<file path="src/dei_defs.vh">
`ifndef DEI_DEFS_VH
`define DEI_DEFS_VH

// register offsets
`define DEI_ADDR_OUT_CTRL   8'hE0
`define DEI_ADDR_MASK       8'hE1
`define DEI_ADDR_STATUS     8'hE5

// field positions
`define DEI_BIT_OUT_EN      0
`define DEI_BIT_SYNC        7
`define DEI_BIT_CRC         6
`define DEI_BIT_ECC_FATAL   5
`define DEI_BIT_ECC_FIXED   4
`define DEI_BIT_PROTOCOL    3
`define DEI_BIT_LEADER      2
`define DEI_BIT_PLL_LOST    0

// reset values
`define DEI_RST_OUT_CTRL    8'h00
`define DEI_RST_MASK        8'h00
`define DEI_RST_STATUS      8'h01

// implemented bits of status and mask
`define DEI_IMPL_BITS       8'hFD

`endif

</file>
<file path="src/dei_error_irq.v">
// What this block does
// [RQ1] with output enable 0 (reset value) the interrupt pin is not driven
// [RQ2] with output enable 1, pin high when any flag and its mask are set
// [RQ3] mask bit matches flag position; 0 masks, 1 enables; resets to 0
// [RQ4] flag bit 7 sets on unexpected horizontal or vertical sync packet
// [RQ5] flag bit 6 sets on payload crc mismatch
// [RQ6] flag bit 5 sets on uncorrectable header ecc error
// [RQ7] flag bit 4 sets on corrected header ecc error
// [RQ8] flag bit 3 sets on any low-level link protocol error
// [RQ9] flag bit 2 sets on leader sequence bit error
// [RQ10] flag bit 0 sets when pll lock goes from locked to unlocked
// [RQ11] pll lost flag resets to 1, other flags reset to 0
// [RQ12] flags stay set until software writes 1 to that position
// [RQ13] flags ignore mask; writing 0 keeps; event beats simultaneous clear
`include "dei_defs.vh"
`timescale 1ns/1ps
`default_nettype none

module dei_error_irq #(
  parameter ADDR_W = 8,
  parameter DATA_W = 8
) (
  input  wire              clk,
  input  wire              srst,
  // register port
  input  wire [ADDR_W-1:0] reg_addr,
  input  wire [DATA_W-1:0] reg_wdata,
  input  wire              reg_wr,
  input  wire              reg_rd,
  output reg  [DATA_W-1:0] reg_rdata,
  // events from the packet processor, one-cycle pulses, plus the pll lock level
  input  wire              unexpected_sync_evt,
  input  wire              payload_crc_evt,
  input  wire              header_ecc_fatal_evt,
  input  wire              header_ecc_fixed_evt,
  input  wire              link_protocol_evt,
  input  wire              leader_sequence_evt,
  input  wire              pll_locked,
  // interrupt pin as output and enable
  output reg               irq_out,
  output reg               irq_oe
);

  ////////////////////////////////////////////////////////////////////////////
  // register state

  reg  [DATA_W-1:0] out_ctrl_ff;
  reg  [DATA_W-1:0] mask_ff;
  reg  [DATA_W-1:0] flags_ff;
  reg  [DATA_W-1:0] nxt_flags;
  reg  [DATA_W-1:0] events;
  wire              lock_lost_pulse;

  // one decode used for both read and write paths
  function hit;
    input [ADDR_W-1:0] addr;
    input [ADDR_W-1:0] target;
    begin
      hit = (addr == target);
    end
  endfunction

  dei_lock_edge u_lock_edge (
    .clk             (clk),
    .srst            (srst),
    .pll_locked      (pll_locked),
    .lock_lost_pulse (lock_lost_pulse)
  );

  ////////////////////////////////////////////////////////////////////////////
  // event vector, one bit per flag position

  always @* begin
    events                     = {DATA_W{1'b0}};
    events[`DEI_BIT_SYNC]      = unexpected_sync_evt;   // see [RQ4]
    events[`DEI_BIT_CRC]       = payload_crc_evt;       // see [RQ5]
    events[`DEI_BIT_ECC_FATAL] = header_ecc_fatal_evt;  // see [RQ6]
    events[`DEI_BIT_ECC_FIXED] = header_ecc_fixed_evt;  // see [RQ7]
    events[`DEI_BIT_PROTOCOL]  = link_protocol_evt;     // see [RQ8]
    events[`DEI_BIT_LEADER]    = leader_sequence_evt;   // see [RQ9]
    events[`DEI_BIT_PLL_LOST]  = lock_lost_pulse;       // see [RQ10]
  end

  ////////////////////////////////////////////////////////////////////////////
  // sticky flags: clear by writing ones, a same-cycle event wins

  always @* begin
    nxt_flags = flags_ff;
    if (reg_wr && hit(reg_addr, `DEI_ADDR_STATUS)) begin
      nxt_flags = flags_ff & ~reg_wdata;                // see [RQ12]
    end
    // mask is not consulted here on purpose
    nxt_flags = (nxt_flags | events) & `DEI_IMPL_BITS;  // see [RQ13]
  end

  always @(posedge clk) begin
    if (srst) begin
      flags_ff    <= `DEI_RST_STATUS;                   // see [RQ11]
      mask_ff     <= `DEI_RST_MASK;                     // see [RQ3]
      out_ctrl_ff <= `DEI_RST_OUT_CTRL;                 // see [RQ1]
    end else begin
      flags_ff <= nxt_flags;
      if (reg_wr && hit(reg_addr, `DEI_ADDR_MASK)) begin
        mask_ff <= reg_wdata & `DEI_IMPL_BITS;          // see [RQ3]
      end
      if (reg_wr && hit(reg_addr, `DEI_ADDR_OUT_CTRL)) begin
        out_ctrl_ff <= reg_wdata & 8'h01;
      end
    end
  end

  ////////////////////////////////////////////////////////////////////////////
  // read port: data one cycle after the strobe, zero otherwise

  always @(posedge clk) begin
    if (srst) begin
      reg_rdata <= 8'h00;
    end else if (reg_rd) begin
      if (hit(reg_addr, `DEI_ADDR_OUT_CTRL)) begin
        reg_rdata <= out_ctrl_ff;
      end else if (hit(reg_addr, `DEI_ADDR_MASK)) begin
        reg_rdata <= mask_ff;
      end else if (hit(reg_addr, `DEI_ADDR_STATUS)) begin
        reg_rdata <= flags_ff;
      end else begin
        reg_rdata <= 8'h00;
      end
    end else begin
      reg_rdata <= 8'h00;
    end
  end

  ////////////////////////////////////////////////////////////////////////////
  // interrupt pin; computed from next state so pin tracks registers exactly

  always @(posedge clk) begin
    if (srst) begin
      irq_out <= 1'b0;
      irq_oe  <= 1'b0;
    end else begin
      // pin drives high or low when enabled; when released the board decides level
      irq_oe  <= (reg_wr && hit(reg_addr, `DEI_ADDR_OUT_CTRL)) ?
                 reg_wdata[`DEI_BIT_OUT_EN] :
                 out_ctrl_ff[`DEI_BIT_OUT_EN];          // see [RQ1]
      irq_out <= |(nxt_flags &
                 ((reg_wr && hit(reg_addr, `DEI_ADDR_MASK)) ?
                  reg_wdata : mask_ff));                 // see [RQ2]
    end
  end

endmodule // dei_error_irq

`default_nettype wire

</file>
<file path="src/dei_lock_edge.v">
`timescale 1ns/1ps
`default_nettype none

// pulses once when the lock indicator falls from locked to unlocked
module dei_lock_edge (
  input  wire clk,
  input  wire srst,
  input  wire pll_locked,
  output wire lock_lost_pulse
);

  reg prev_locked_ff;

  always @(posedge clk) begin
    if (srst) begin
      prev_locked_ff <= 1'b0;
    end else begin
      prev_locked_ff <= pll_locked;
    end
  end

  assign lock_lost_pulse = prev_locked_ff & ~pll_locked;

endmodule // dei_lock_edge

`default_nettype wire

</file>
<file path="config.mk">
export PLATFORM = sky130hd
export DESIGN_NAME = dei_error_irq
export DESIGN_NICKNAME = d
export VERILOG_FILES = /design/src/dei_error_irq.v /design/src/dei_lock_edge.v
export VERILOG_INCLUDE_DIRS = /design/src
export SDC_FILE = /design/constraint.sdc
export NUM_CORES = 1
export LEC_CHECK = 0
export ABC_AREA = 1
export ABC_CLOCK_PERIOD_IN_PS = 3500
export BUFFER_PORTS_ARGS = -buffer_cell sky130_fd_sc_hd__buf_2
export CAP_MARGIN = 20
export CORE_UTILIZATION = 54
export DETAILED_ROUTE_END_ITERATION = 12
export PLACE_DENSITY = 0.83
export SYNTH_ARGS = -nofsm -noshare
export SYNTH_HDL_FRONTEND = slang
export SYNTH_SLANG_ARGS = --single-unit
export TNS_END_PERCENT = 30
</file>
<file path="constraint.sdc">
create_clock -name clk -period 3.5 [get_ports clk]
set_input_delay 0.7 -clock clk [delete_from_list [all_inputs] [get_ports clk]]
set_output_delay 0.7 -clock clk [all_outputs]
set_load 0.05 [all_outputs]
</file>
# Word level (Yosys, flattened, before mapping)
# Index checks and enable logic that the tools add are counted.
op_classes:
  n_eq_ne: 3
  n_bitwise: 8
  muxes: 6
  reduce_logical: 7
ops:
  columns: ["operator", "count"]
  rows:
  - ["two-way mux 8 bit", 4]
  - ["== test 8 bit, second input constant", 3]
  - ["bitwise AND 8 bit", 2]
  - ["inverter 8 bit", 1]
  - ["bitwise OR 8 bit", 1]
  - ["OR reduction 8 bit", 1]
  - ["OR reduction 5 bit", 1]
  - ["logical AND 1 bit", 3]
  - ["inverter 1 bit", 3]
  - ["OR reduction 3 bit", 1]
  - ["two-way mux 1 bit", 2]
  - ["OR reduction 2 bit", 1]
  - ["bitwise AND 1 bit", 1]
totals:
  elab_cells: 34
  out_inout_bits: 10
  in_bits: 27
  regBits: 27

# Longest topological paths before layout
# Gate-level depths: netlist (run 1).
depth:
  word_depth: 6
  depth_mapped: 12

# Cells and area by module
# Synthesis (run 1) repeated with hierarchy kept, for this count alone.
unflattened:
  hier_cells: 182
  hier_area_um2: 1325.0
modules_own_cells:
  columns: ["mod", "area_per_inst_um2", "cells_per_inst", "seq_area_each_um2", "instances"]
  rows:
  - ["dei_error_irq", 1287.5, 177, 480.5, 1]
  - ["dei_lock_edge", 37.5, 5, 20.0, 1]

# Worst setup path before layout (run 1)
# Ideal clock, no wire load.
synth_path:
  path_type: "input to register"
  start: "in reg_addr[4]"
  end: "reg irq_out"
  path_slack_ns: 1.795
  path_stages: 11
  required_ns: 3.373
  setup_time_ns: 0.127
  t_arrival_ns: 1.578
  cell_sequence: "inv_1 -> nand2_2 -> nor2_4 -> nand3_2 -> buf_6 -> nand2_1 -> o21ai_2 -> nand2_1 -> nand2_1 -> nor2_1 -> a21oi_2"
synth_between:
  elab_chain_cells: 6
  word_cells_on_any_way: 9
synth_rtl:
  columns: ["element", "line_no", "rtl"]
  rows:
  - ["start: declaration", "dei_error_irq.v:26", "input wire [ADDR_W-1:0] reg_addr,"]
  - ["== test 8 bit", "dei_error_irq.v:59", "hit = (addr == target);"]
  - ["logical AND 1 bit", "dei_error_irq.v:89", "if (reg_wr && hit(reg_addr, `DEI_ADDR_STATUS)) begin"]
  - ["two-way mux 8 bit", "dei_error_irq.v:89", null]
  - ["bitwise OR 8 bit", "dei_error_irq.v:93", "nxt_flags = (nxt_flags | events) & `DEI_IMPL_BITS;"]
  - ["bitwise AND 8 bit *", "dei_error_irq.v:145", "irq_out <= |(nxt_flags &"]
  - ["OR reduction 8 bit *", "dei_error_irq.v:145", null]
  - ["end signal: assignment", "dei_error_irq.v:145", null]
  - ["end: declaration", "dei_error_irq.v:40", "output reg irq_out,"]
# Mark *: on every way between the ends. The rest lies on a longest branch, timed or not.
# A chain may end at the register's enable or synchronous reset.

# Worst setup path in the final report (run 1)
# Same ends and word-level chain as after synthesis.

==> reports/qor.csv, run 1 <==
stage,metric,value,unit
sta,fmax,508,MHz
placement,routability cong.,0.759,
yosys,yosys warns,0,
detailed_routing,Detailed Routing Iterations Pass 1,5,
placement,placed inst area,1410,sq um
clock_tree,clock buffer depth,2,
floorplan,Die H,50.0,um
flow_run,maxcap violations,0,
detailed_routing,drt total wl,2480,um
yosys,Syn Area/Cell,7.04,sq um
sta,final period utilization,56.3,%
sta,endpoints failing setup,0,
outcome,status,"finished, final reports clean",
yosys,Syn Inst Count,177,
critical_path,reg-to-reg endpoint,irq_out,
clock_tree,CTS Root Cell,clkbuf_4,
critical_path,CP endpoint,irq_out,
detailed_routing,DR DRC count,0,
sta,Final Hold Fails,0,
yosys,Cell variety after synth,25,
sta,Clock Skew,10.5,ps
yosys,"Seq/Total Area, Yosys",40.2,%
critical_path,crit path max fanout,13,
power_and_ir_drop,Leak Pwr,0.717,nW
global_routing,vias in the first global route,1094,
power_and_ir_drop,pwr dens,330,nW/um^2
final_layout,fin nets,237,
floorplan,row count,17,
clock_tree,CTS-repair resized insts,0,
global_routing,initial antenna violation count,0,
critical_path,Critical Path AT,2230,ps
power_and_ir_drop,Clk pwr share,26.8,%
critical_path,Critical Path End Type,flip-flop,
detailed_routing,routed len/inst,10.5,um
detailed_routing,vias post-DR,1162,
placement,DP HPWL,1870,um
clock_tree,Sink Count,25,
power_and_ir_drop,Flop pwr share,62.0,%
critical_path,Critical Path RT,3760,ps
clock_tree,clk slew on worst S/H paths,140,ps
critical_path,R2R Setup Slk,2410,ps
power_and_ir_drop,Total Power,474,uW
clock_tree,clock latency on the worst-skew pair,310,ps
final_layout,"Non-Filler Cell Area, Final",1430,sq um
global_routing,pin count of the biggest net entering global routing,18,
yosys,#FFs+latches synth,25,
power_and_ir_drop,Power Internal,353,uW
floorplan,die area,2500,sq um
floorplan,effective utilization at floorplan,56.9,%
clock_tree,total CTS buffers,3,
power_and_ir_drop,maximum vdd drop,0.174,mV
clock_tree,H-tree depth,1,
final_layout,layout cells sized above 1,26.8,%
critical_path,crit path from,reg_addr[4],
critical_path,R2R depth,8,
clock_tree,Post-CTS Setup Bufs,0,
detailed_routing,Starting DRT DRC Count,26,
min_path,HP Class,reg2reg,
power_and_ir_drop,switching share of power,25.4,%
critical_path,Setup CP Type,in2reg,
yosys,syn nets,204,
clock_tree,"Hold-fix buffers, CTS",0,
final_layout,"commonest non-fill, non-tap cell in the layout",nand2_1,
sta,setup_tns,0,ps
final_layout,Layout area overhead,15.1,%
critical_path,Setup crit start kind,input port,
global_routing,total gr overflow,0,
floorplan,die width,50.0,um
final_layout,most frequent cells in the layout,"nand2_1, inv_1, buf_2",
sta,max-slew violations,0,
power_and_ir_drop,power share of the combinational group,11.2,%
detailed_routing,Antenna Violating Nets Remaining,0,
placement,IO buf count,34,
sta,Final Critical Period,1970,ps
floorplan,core area,2190,sq um
floorplan,Ports,37,
clock_tree,CTS tree,done,
global_routing,total track usage,22.7,%
power_and_ir_drop,P_sw,120,uW
sta,RSZ-0062 raised after global routing,no,
final_layout,ANT cells,0,
critical_path,r2r startpoint,flags_ff[5],
detailed_routing,Via-to-Cell Ratio,4.90,
global_routing,first-pass GRT wire length,4330,um
yosys,Netlist Area Pre-Place,1250,sq um
==> worst min-delay path by stage <==
stage	slack, ps	cells past startpoint	to	from
after global routing	500	2	reg_rdata[7]	flags_ff[7]
after global placement	450	2	reg_rdata[7]	flags_ff[7]
after CTS	480	2	reg_rdata[4]	mask_ff[4]
after detailed placement	460	2	reg_rdata[4]	mask_ff[4]
final	480	2	reg_rdata[6]	flags_ff[6]
after floorplan	440	2	reg_rdata[7]	flags_ff[7]
==> power groups by stage <==
stage	Clock, mW	Combinational, mW	Sequential [mW]
global placement	0	0.0512	0.300
global route	0.141	0.0600	0.295
finish	0.127	0.0530	0.294
detailed placement	0	0.0529	0.300
floorplan	0	0.0341	0.300
CTS	0.131	0.0532	0.294
==> metrics by stage <==
stage               std cells  utilization [%]  hold WS, ps  worst slack (ps)
floorplan                 177                -          440              1790
finish                    237             65.4          477              1530
global route              237             65.4          497              1360
global placement          233             64.2          450              1230
detailed placement        233             64.2          463              1220
CTS                       237             65.4          484              1550
==> synthesized netlist by cell type <==
| cell | number | area, sq um |
|---|---|---|
| nand2_1 | 43 | 161 |
| inv_1 | 35 | 131 |
| dfxtp_1 | 25 | 500 |
| nor2_1 | 19 | 71.3 |
| a21oi_1 | 9 | 45.0 |
| nand4_1 | 7 | 43.8 |
| o21ai_2 | 5 | 43.8 |
| nand2_2 | 4 | 25.0 |
| nand3_1 | 4 | 20.0 |
| nand3b_1 | 3 | 22.5 |
| a21oi_2 | 2 | 17.5 |
| a31oi_1 | 2 | 12.5 |
| buf_4 | 2 | 15.0 |
| buf_6 | 2 | 22.5 |
| clkbuf_1 | 2 | 7.51 |
| nand3_2 | 2 | 20.0 |
| nor2_4 | 2 | 22.5 |
| o21ai_0 | 2 | 10.0 |
| clkinv_2 | 1 | 5.00 |
| conb_1 | 1 | 3.75 |
| nand3_4 | 1 | 17.5 |
| nor2_2 | 1 | 6.26 |
| nor3_1 | 1 | 5.00 |
| o21bai_1 | 1 | 7.51 |
| o221ai_1 | 1 | 8.76 |
==> final cells by class <==
cell class                 count  area (sq um)
tap                           28          35.0
timing repair buffer          34           170
clock buffer                   3          22.5
sequential                    25           500
fill                         199           757
multi-input combinational    110           564
clock inverter                 1          5.00
inverter                      36           136
==> cells by family (layout without fill, tap and decap cells) <==
family / count (synthesis) / after routing / share of synthesized area (%)
AOI/OAI and AO/OA: 22 / 22 / 11.6
buffers and inverters: 42 / 74 / 14.6
DFF: 25 / 25 / 40.2
other: 1 / 1 / 0.301
and+or+nand+nor: 87 / 87 / 33.3
==> per-layer routing <==
metal | wire (um) | vias to the layer above | part of all wire [%] | GRT usage (%)
li1 | - | 605 | - | -
met1 | 1080 | 517 | 43 | 26.4
met2 | 1270 | 36 | 51 | 41.1
met3 | 105 | 4 | 4.2 | 3.40
met4 | 28 | 0 | 1.1 | 8.10
met5 | 0 | - | 0 | 0
==> sequential cells by signal (all words and copies together) (netlist names) <==
signal and cells:
out_ctrl_ff 1, reg_rdata 7, irq_out 1, irq_oe 1, mask_ff 7, u_lock_edge.prev_locked_ff 1
flags_ff 7
==> worst max-delay path, cell delays in order <==
cell	delay, ps
buf_2	90
inv_1	50
nand2_2	60
nor2_4	270
nand3_2	390
o21ai_0	340
nand2_1	100
nand2_1	70
nor2_1	40
a21oi_2	110
Note: power is estimated with default switching activity, not from simulation.
==> run 2, diff against run 1 <==
--- a/config.mk
+++ b/config.mk
@@ -6,13 +6,13 @@
 export SDC_FILE = /design/constraint.sdc
 export NUM_CORES = 1
 export LEC_CHECK = 0
-export ABC_AREA = 1
-export ABC_CLOCK_PERIOD_IN_PS = 3500
+export ABC_AREA = 0
+export ABC_CLOCK_PERIOD_IN_PS = 1600
 export BUFFER_PORTS_ARGS = -buffer_cell sky130_fd_sc_hd__buf_2
 export CAP_MARGIN = 20
-export CORE_UTILIZATION = 54
+export CORE_UTILIZATION = 43
 export DETAILED_ROUTE_END_ITERATION = 12
-export PLACE_DENSITY = 0.83
+export PLACE_DENSITY = 0.74
 export SYNTH_ARGS = -nofsm -noshare
 export SYNTH_HDL_FRONTEND = slang
 export SYNTH_SLANG_ARGS = --single-unit
==> constraint.sdc (replaced) <==
create_clock -name clk -period 1.6 [get_ports clk]
set_input_delay 0.32 -clock clk [delete_from_list [all_inputs] [get_ports clk]]
set_output_delay 0.32 -clock clk [all_outputs]
set_load 0.05 [all_outputs]
==> reports/qor.csv, run 2 <==
stage,metric,value,unit,change
final_layout,ANT cells,0,,unchanged
final_layout,biggest regs,"flags_ff (7), mask_ff (7), reg_rdata (7)",,
global_routing,first-pass GRT wire length,3450,um,-20%
yosys,post-synthesis async set-or-reset flop share,0,%,unchanged
yosys,yosys warns,0,,unchanged
final_layout,most frequent cells in the layout,"buf_2, dfxtp_1, nor2_1",,
placement,DP HPWL,1610,um,-14%
clock_tree,CTS-repair resized insts,0,,unchanged
min_path,Worst Hold Depth,3,,+1
critical_path,reg-to-reg endpoint,irq_out,,
yosys,Syn Inst Count,100,,-44%
yosys,Syn Area/Cell,10.2,sq um,+44%
critical_path,Setup crit start kind,input port,,
detailed_routing,routed len/inst,12.1,um,+16%
power_and_ir_drop,Clk pwr share,27.0,%,+0.2 points
power_and_ir_drop,P_sw,241,uW,+100%
sta,Clock Skew,3.30,ps,-7.19 ps
yosys,Netlist Area Pre-Place,1020,sq um,-18%
min_path,hold_sp,pll_locked,,
placement,IO buf count,34,,unchanged
power_and_ir_drop,Flop pwr share,62.3,%,+0.3 points
power_and_ir_drop,Total Power,1.03,mW,+120%
global_routing,vias in the first global route,802,,-27%
detailed_routing,Antenna Violating Nets Remaining,0,,unchanged
yosys,Post-synth EDFFs,0,,unchanged
sta,Final Hold Fails,0,,unchanged
yosys,largest area contributor in the netlist,dfxtp_1,,
final_layout,fin nets,169,,-29%
min_path,HP Class,in2reg,,
power_and_ir_drop,switching share of power,23.4,%,-2.0 points
yosys,Area contributors post-synth,"dfxtp_1, mux2i_1, nor2_1",,
power_and_ir_drop,Leak Pwr,0.616,nW,-14%
floorplan,effective utilization at floorplan,46.0,%,-11 points
critical_path,Setup CP Type,in2reg,,
sta,endpoints failing setup,0,,unchanged
sta,hold_ws,210,ps,-267 ps
sta,max-slew violations,0,,unchanged
global_routing,total track usage,18.4,%,-4.3 points
global_routing,total gr overflow,0,,unchanged
yosys,#FFs+latches synth,25,,unchanged
floorplan,Ports,37,,unchanged
placement,placed inst area,1250,sq um,-11%
power_and_ir_drop,power share of the combinational group,10.7,%,-0.5 points
power_and_ir_drop,maximum vdd drop,0.588,mV,+240%
outcome,status,"finished, final reports clean",,
sta,fmax,716,MHz,
final_layout,layout cells sized above 1,36.2,%,+9.4 points
sta,RSZ-0062 raised after global routing,no,,
clock_tree,Post-CTS Setup Bufs,0,,unchanged
clock_tree,H-tree depth,1,,unchanged
yosys,Cell variety after synth,31,,+24%
clock_tree,"Hold-fix buffers, CTS",0,,unchanged
clock_tree,clock latency on the worst-skew pair,310,ps,about the same
detailed_routing,Starting DRT DRC Count,36,,+38%
clock_tree,clk slew on worst S/H paths,130,ps,about the same
floorplan,row count,17,,unchanged
global_routing,initial antenna violation count,0,,unchanged
placement,routability cong.,0.819,,+7.9%
yosys,"Seq/Total Area, Yosys",49.2,%,+9.0 points
critical_path,R2R Setup Slk,600,ps,-1810 ps
floorplan,die area,2560,sq um,+2.4%
yosys,Post-synth top flop,dfxtp_1,,
final_layout,"commonest non-fill, non-tap cell in the layout",buf_2,,
yosys,most frequent cell after synthesis,dfxtp_1,,
detailed_routing,DR DRC count,0,,unchanged
final_layout,"Non-Filler Cell Area, Final",1280,sq um,-11%
critical_path,R2R depth,4,,-4
floorplan,Die H,50.6,um,+1.2%
power_and_ir_drop,pwr dens,805,nW/um^2,+140%
critical_path,crit path max fanout,7,,-6
critical_path,Critical Path End Type,flip-flop,,
detailed_routing,vias post-DR,865,,-26%
clock_tree,clock buffer depth,2,,unchanged
floorplan,core area,2210,sq um,+0.97%
detailed_routing,Detailed Routing Iterations Pass 1,4,,-1
critical_path,r2r startpoint,flags_ff[3],,
floorplan,die width,50.6,um,+1.2%
detailed_routing,Via-to-Cell Ratio,5.12,,+4.4%
clock_tree,CTS tree,done,,
yosys,Synth top area share,49.2,%,+9.0 points
critical_path,Critical Path AT,1600,ps,-630 ps
clock_tree,Sink Count,25,,unchanged
min_path,hold-critical path endpoint,u_lock_edge.prev_locked_ff,,
global_routing,pin count of the biggest net entering global routing,14,,-4
sta,final period utilization,87.2,%,
clock_tree,CTS Root Cell,clkbuf_4,,
clock_tree,total CTS buffers,3,,unchanged
flow_run,maxcap violations,0,,unchanged
detailed_routing,drt total wl,2050,um,-17%
sta,Final Critical Period,1400,ps,
yosys,syn nets,127,,-38%
yosys,most frequent cells after synthesis,"dfxtp_1, nor2_1, mux2i_1",,
critical_path,Critical Path RT,1810,ps,-1950 ps
final_layout,Layout area overhead,25.6,%,
power_and_ir_drop,Power Internal,787,uW,+120%
[run 2: cell families (layout without fill, tap and decap cells)]
family | after synthesis | after routing | synth area share [%]
compound gates | 14 | 14 | 10.3
buf+inv | 6 | 47 | 2.71
flops | 25 | 25 | 49.2
mux | 15 | 15 | 15.1
other cells | 1 | 1 | 0.369
simple gates | 39 | 39 | 22.3
[run 2: layout make-up]
class | instances | area (sq um)
Clock buffer | 4 | 26.3
Fill cell | 218 | 935
Inverter | 3 | 11.3
Multi-Input combinational cell | 69 | 489
Sequential cell | 25 | 500
Tap cell | 28 | 35.0
Timing Repair Buffer | 40 | 215
[run 2: how the worst max path moves through the flow]
stage	from	end	slack [ps]
finish	reg_addr[4]	irq_out	200
global route	reg_addr[4]	irq_out	170
CTS	reg_addr[4]	irq_out	210
detailed placement	reg_addr[4]	irq_out	-140
global placement	reg_addr[4]	irq_out	-120
floorplan	reg_addr[4]	irq_out	50
[run 2: routing by layer]
metal  track usage, %  vias up  part of all wire (%)  wire, um
li1                 -      433                     -         -
met1             20.9      392                    43       873
met2             31.6       36                    50      1030
met3             4.55        4                   6.0       123
met4             9.72        0                   1.2        24
met5                0        -                     0         0
[run 2: power groups by stage]
stage | Combinational, mW | Clock [mW] | Sequential (mW)
detailed placement | 0.110 | 0 | 0.654
global route | 0.121 | 0.311 | 0.643
global placement | 0.106 | 0 | 0.654
finish | 0.110 | 0.278 | 0.640
floorplan | 0.0548 | 0 | 0.654
CTS | 0.110 | 0.289 | 0.641
[run 2: through the flow]
step	cells	TNS [ps]	setup slack, ps	util (%)
2_1_floorplan	100	0	53.6	-
3_3_place_gp	165	-117	-117	56.6
4_1_cts	169	0	214	57.7
6_report	169	0	204	57.7
3_5_place_dp	165	-142	-142	56.6
5_1_grt	169	0	174	57.7
[run 2: critical path: stages]
cell      delay (ps)
buf_2             90
and4bb_4         370
nand4_4          200
mux2_2           350
a22oi_2          160
a41oi_1          120
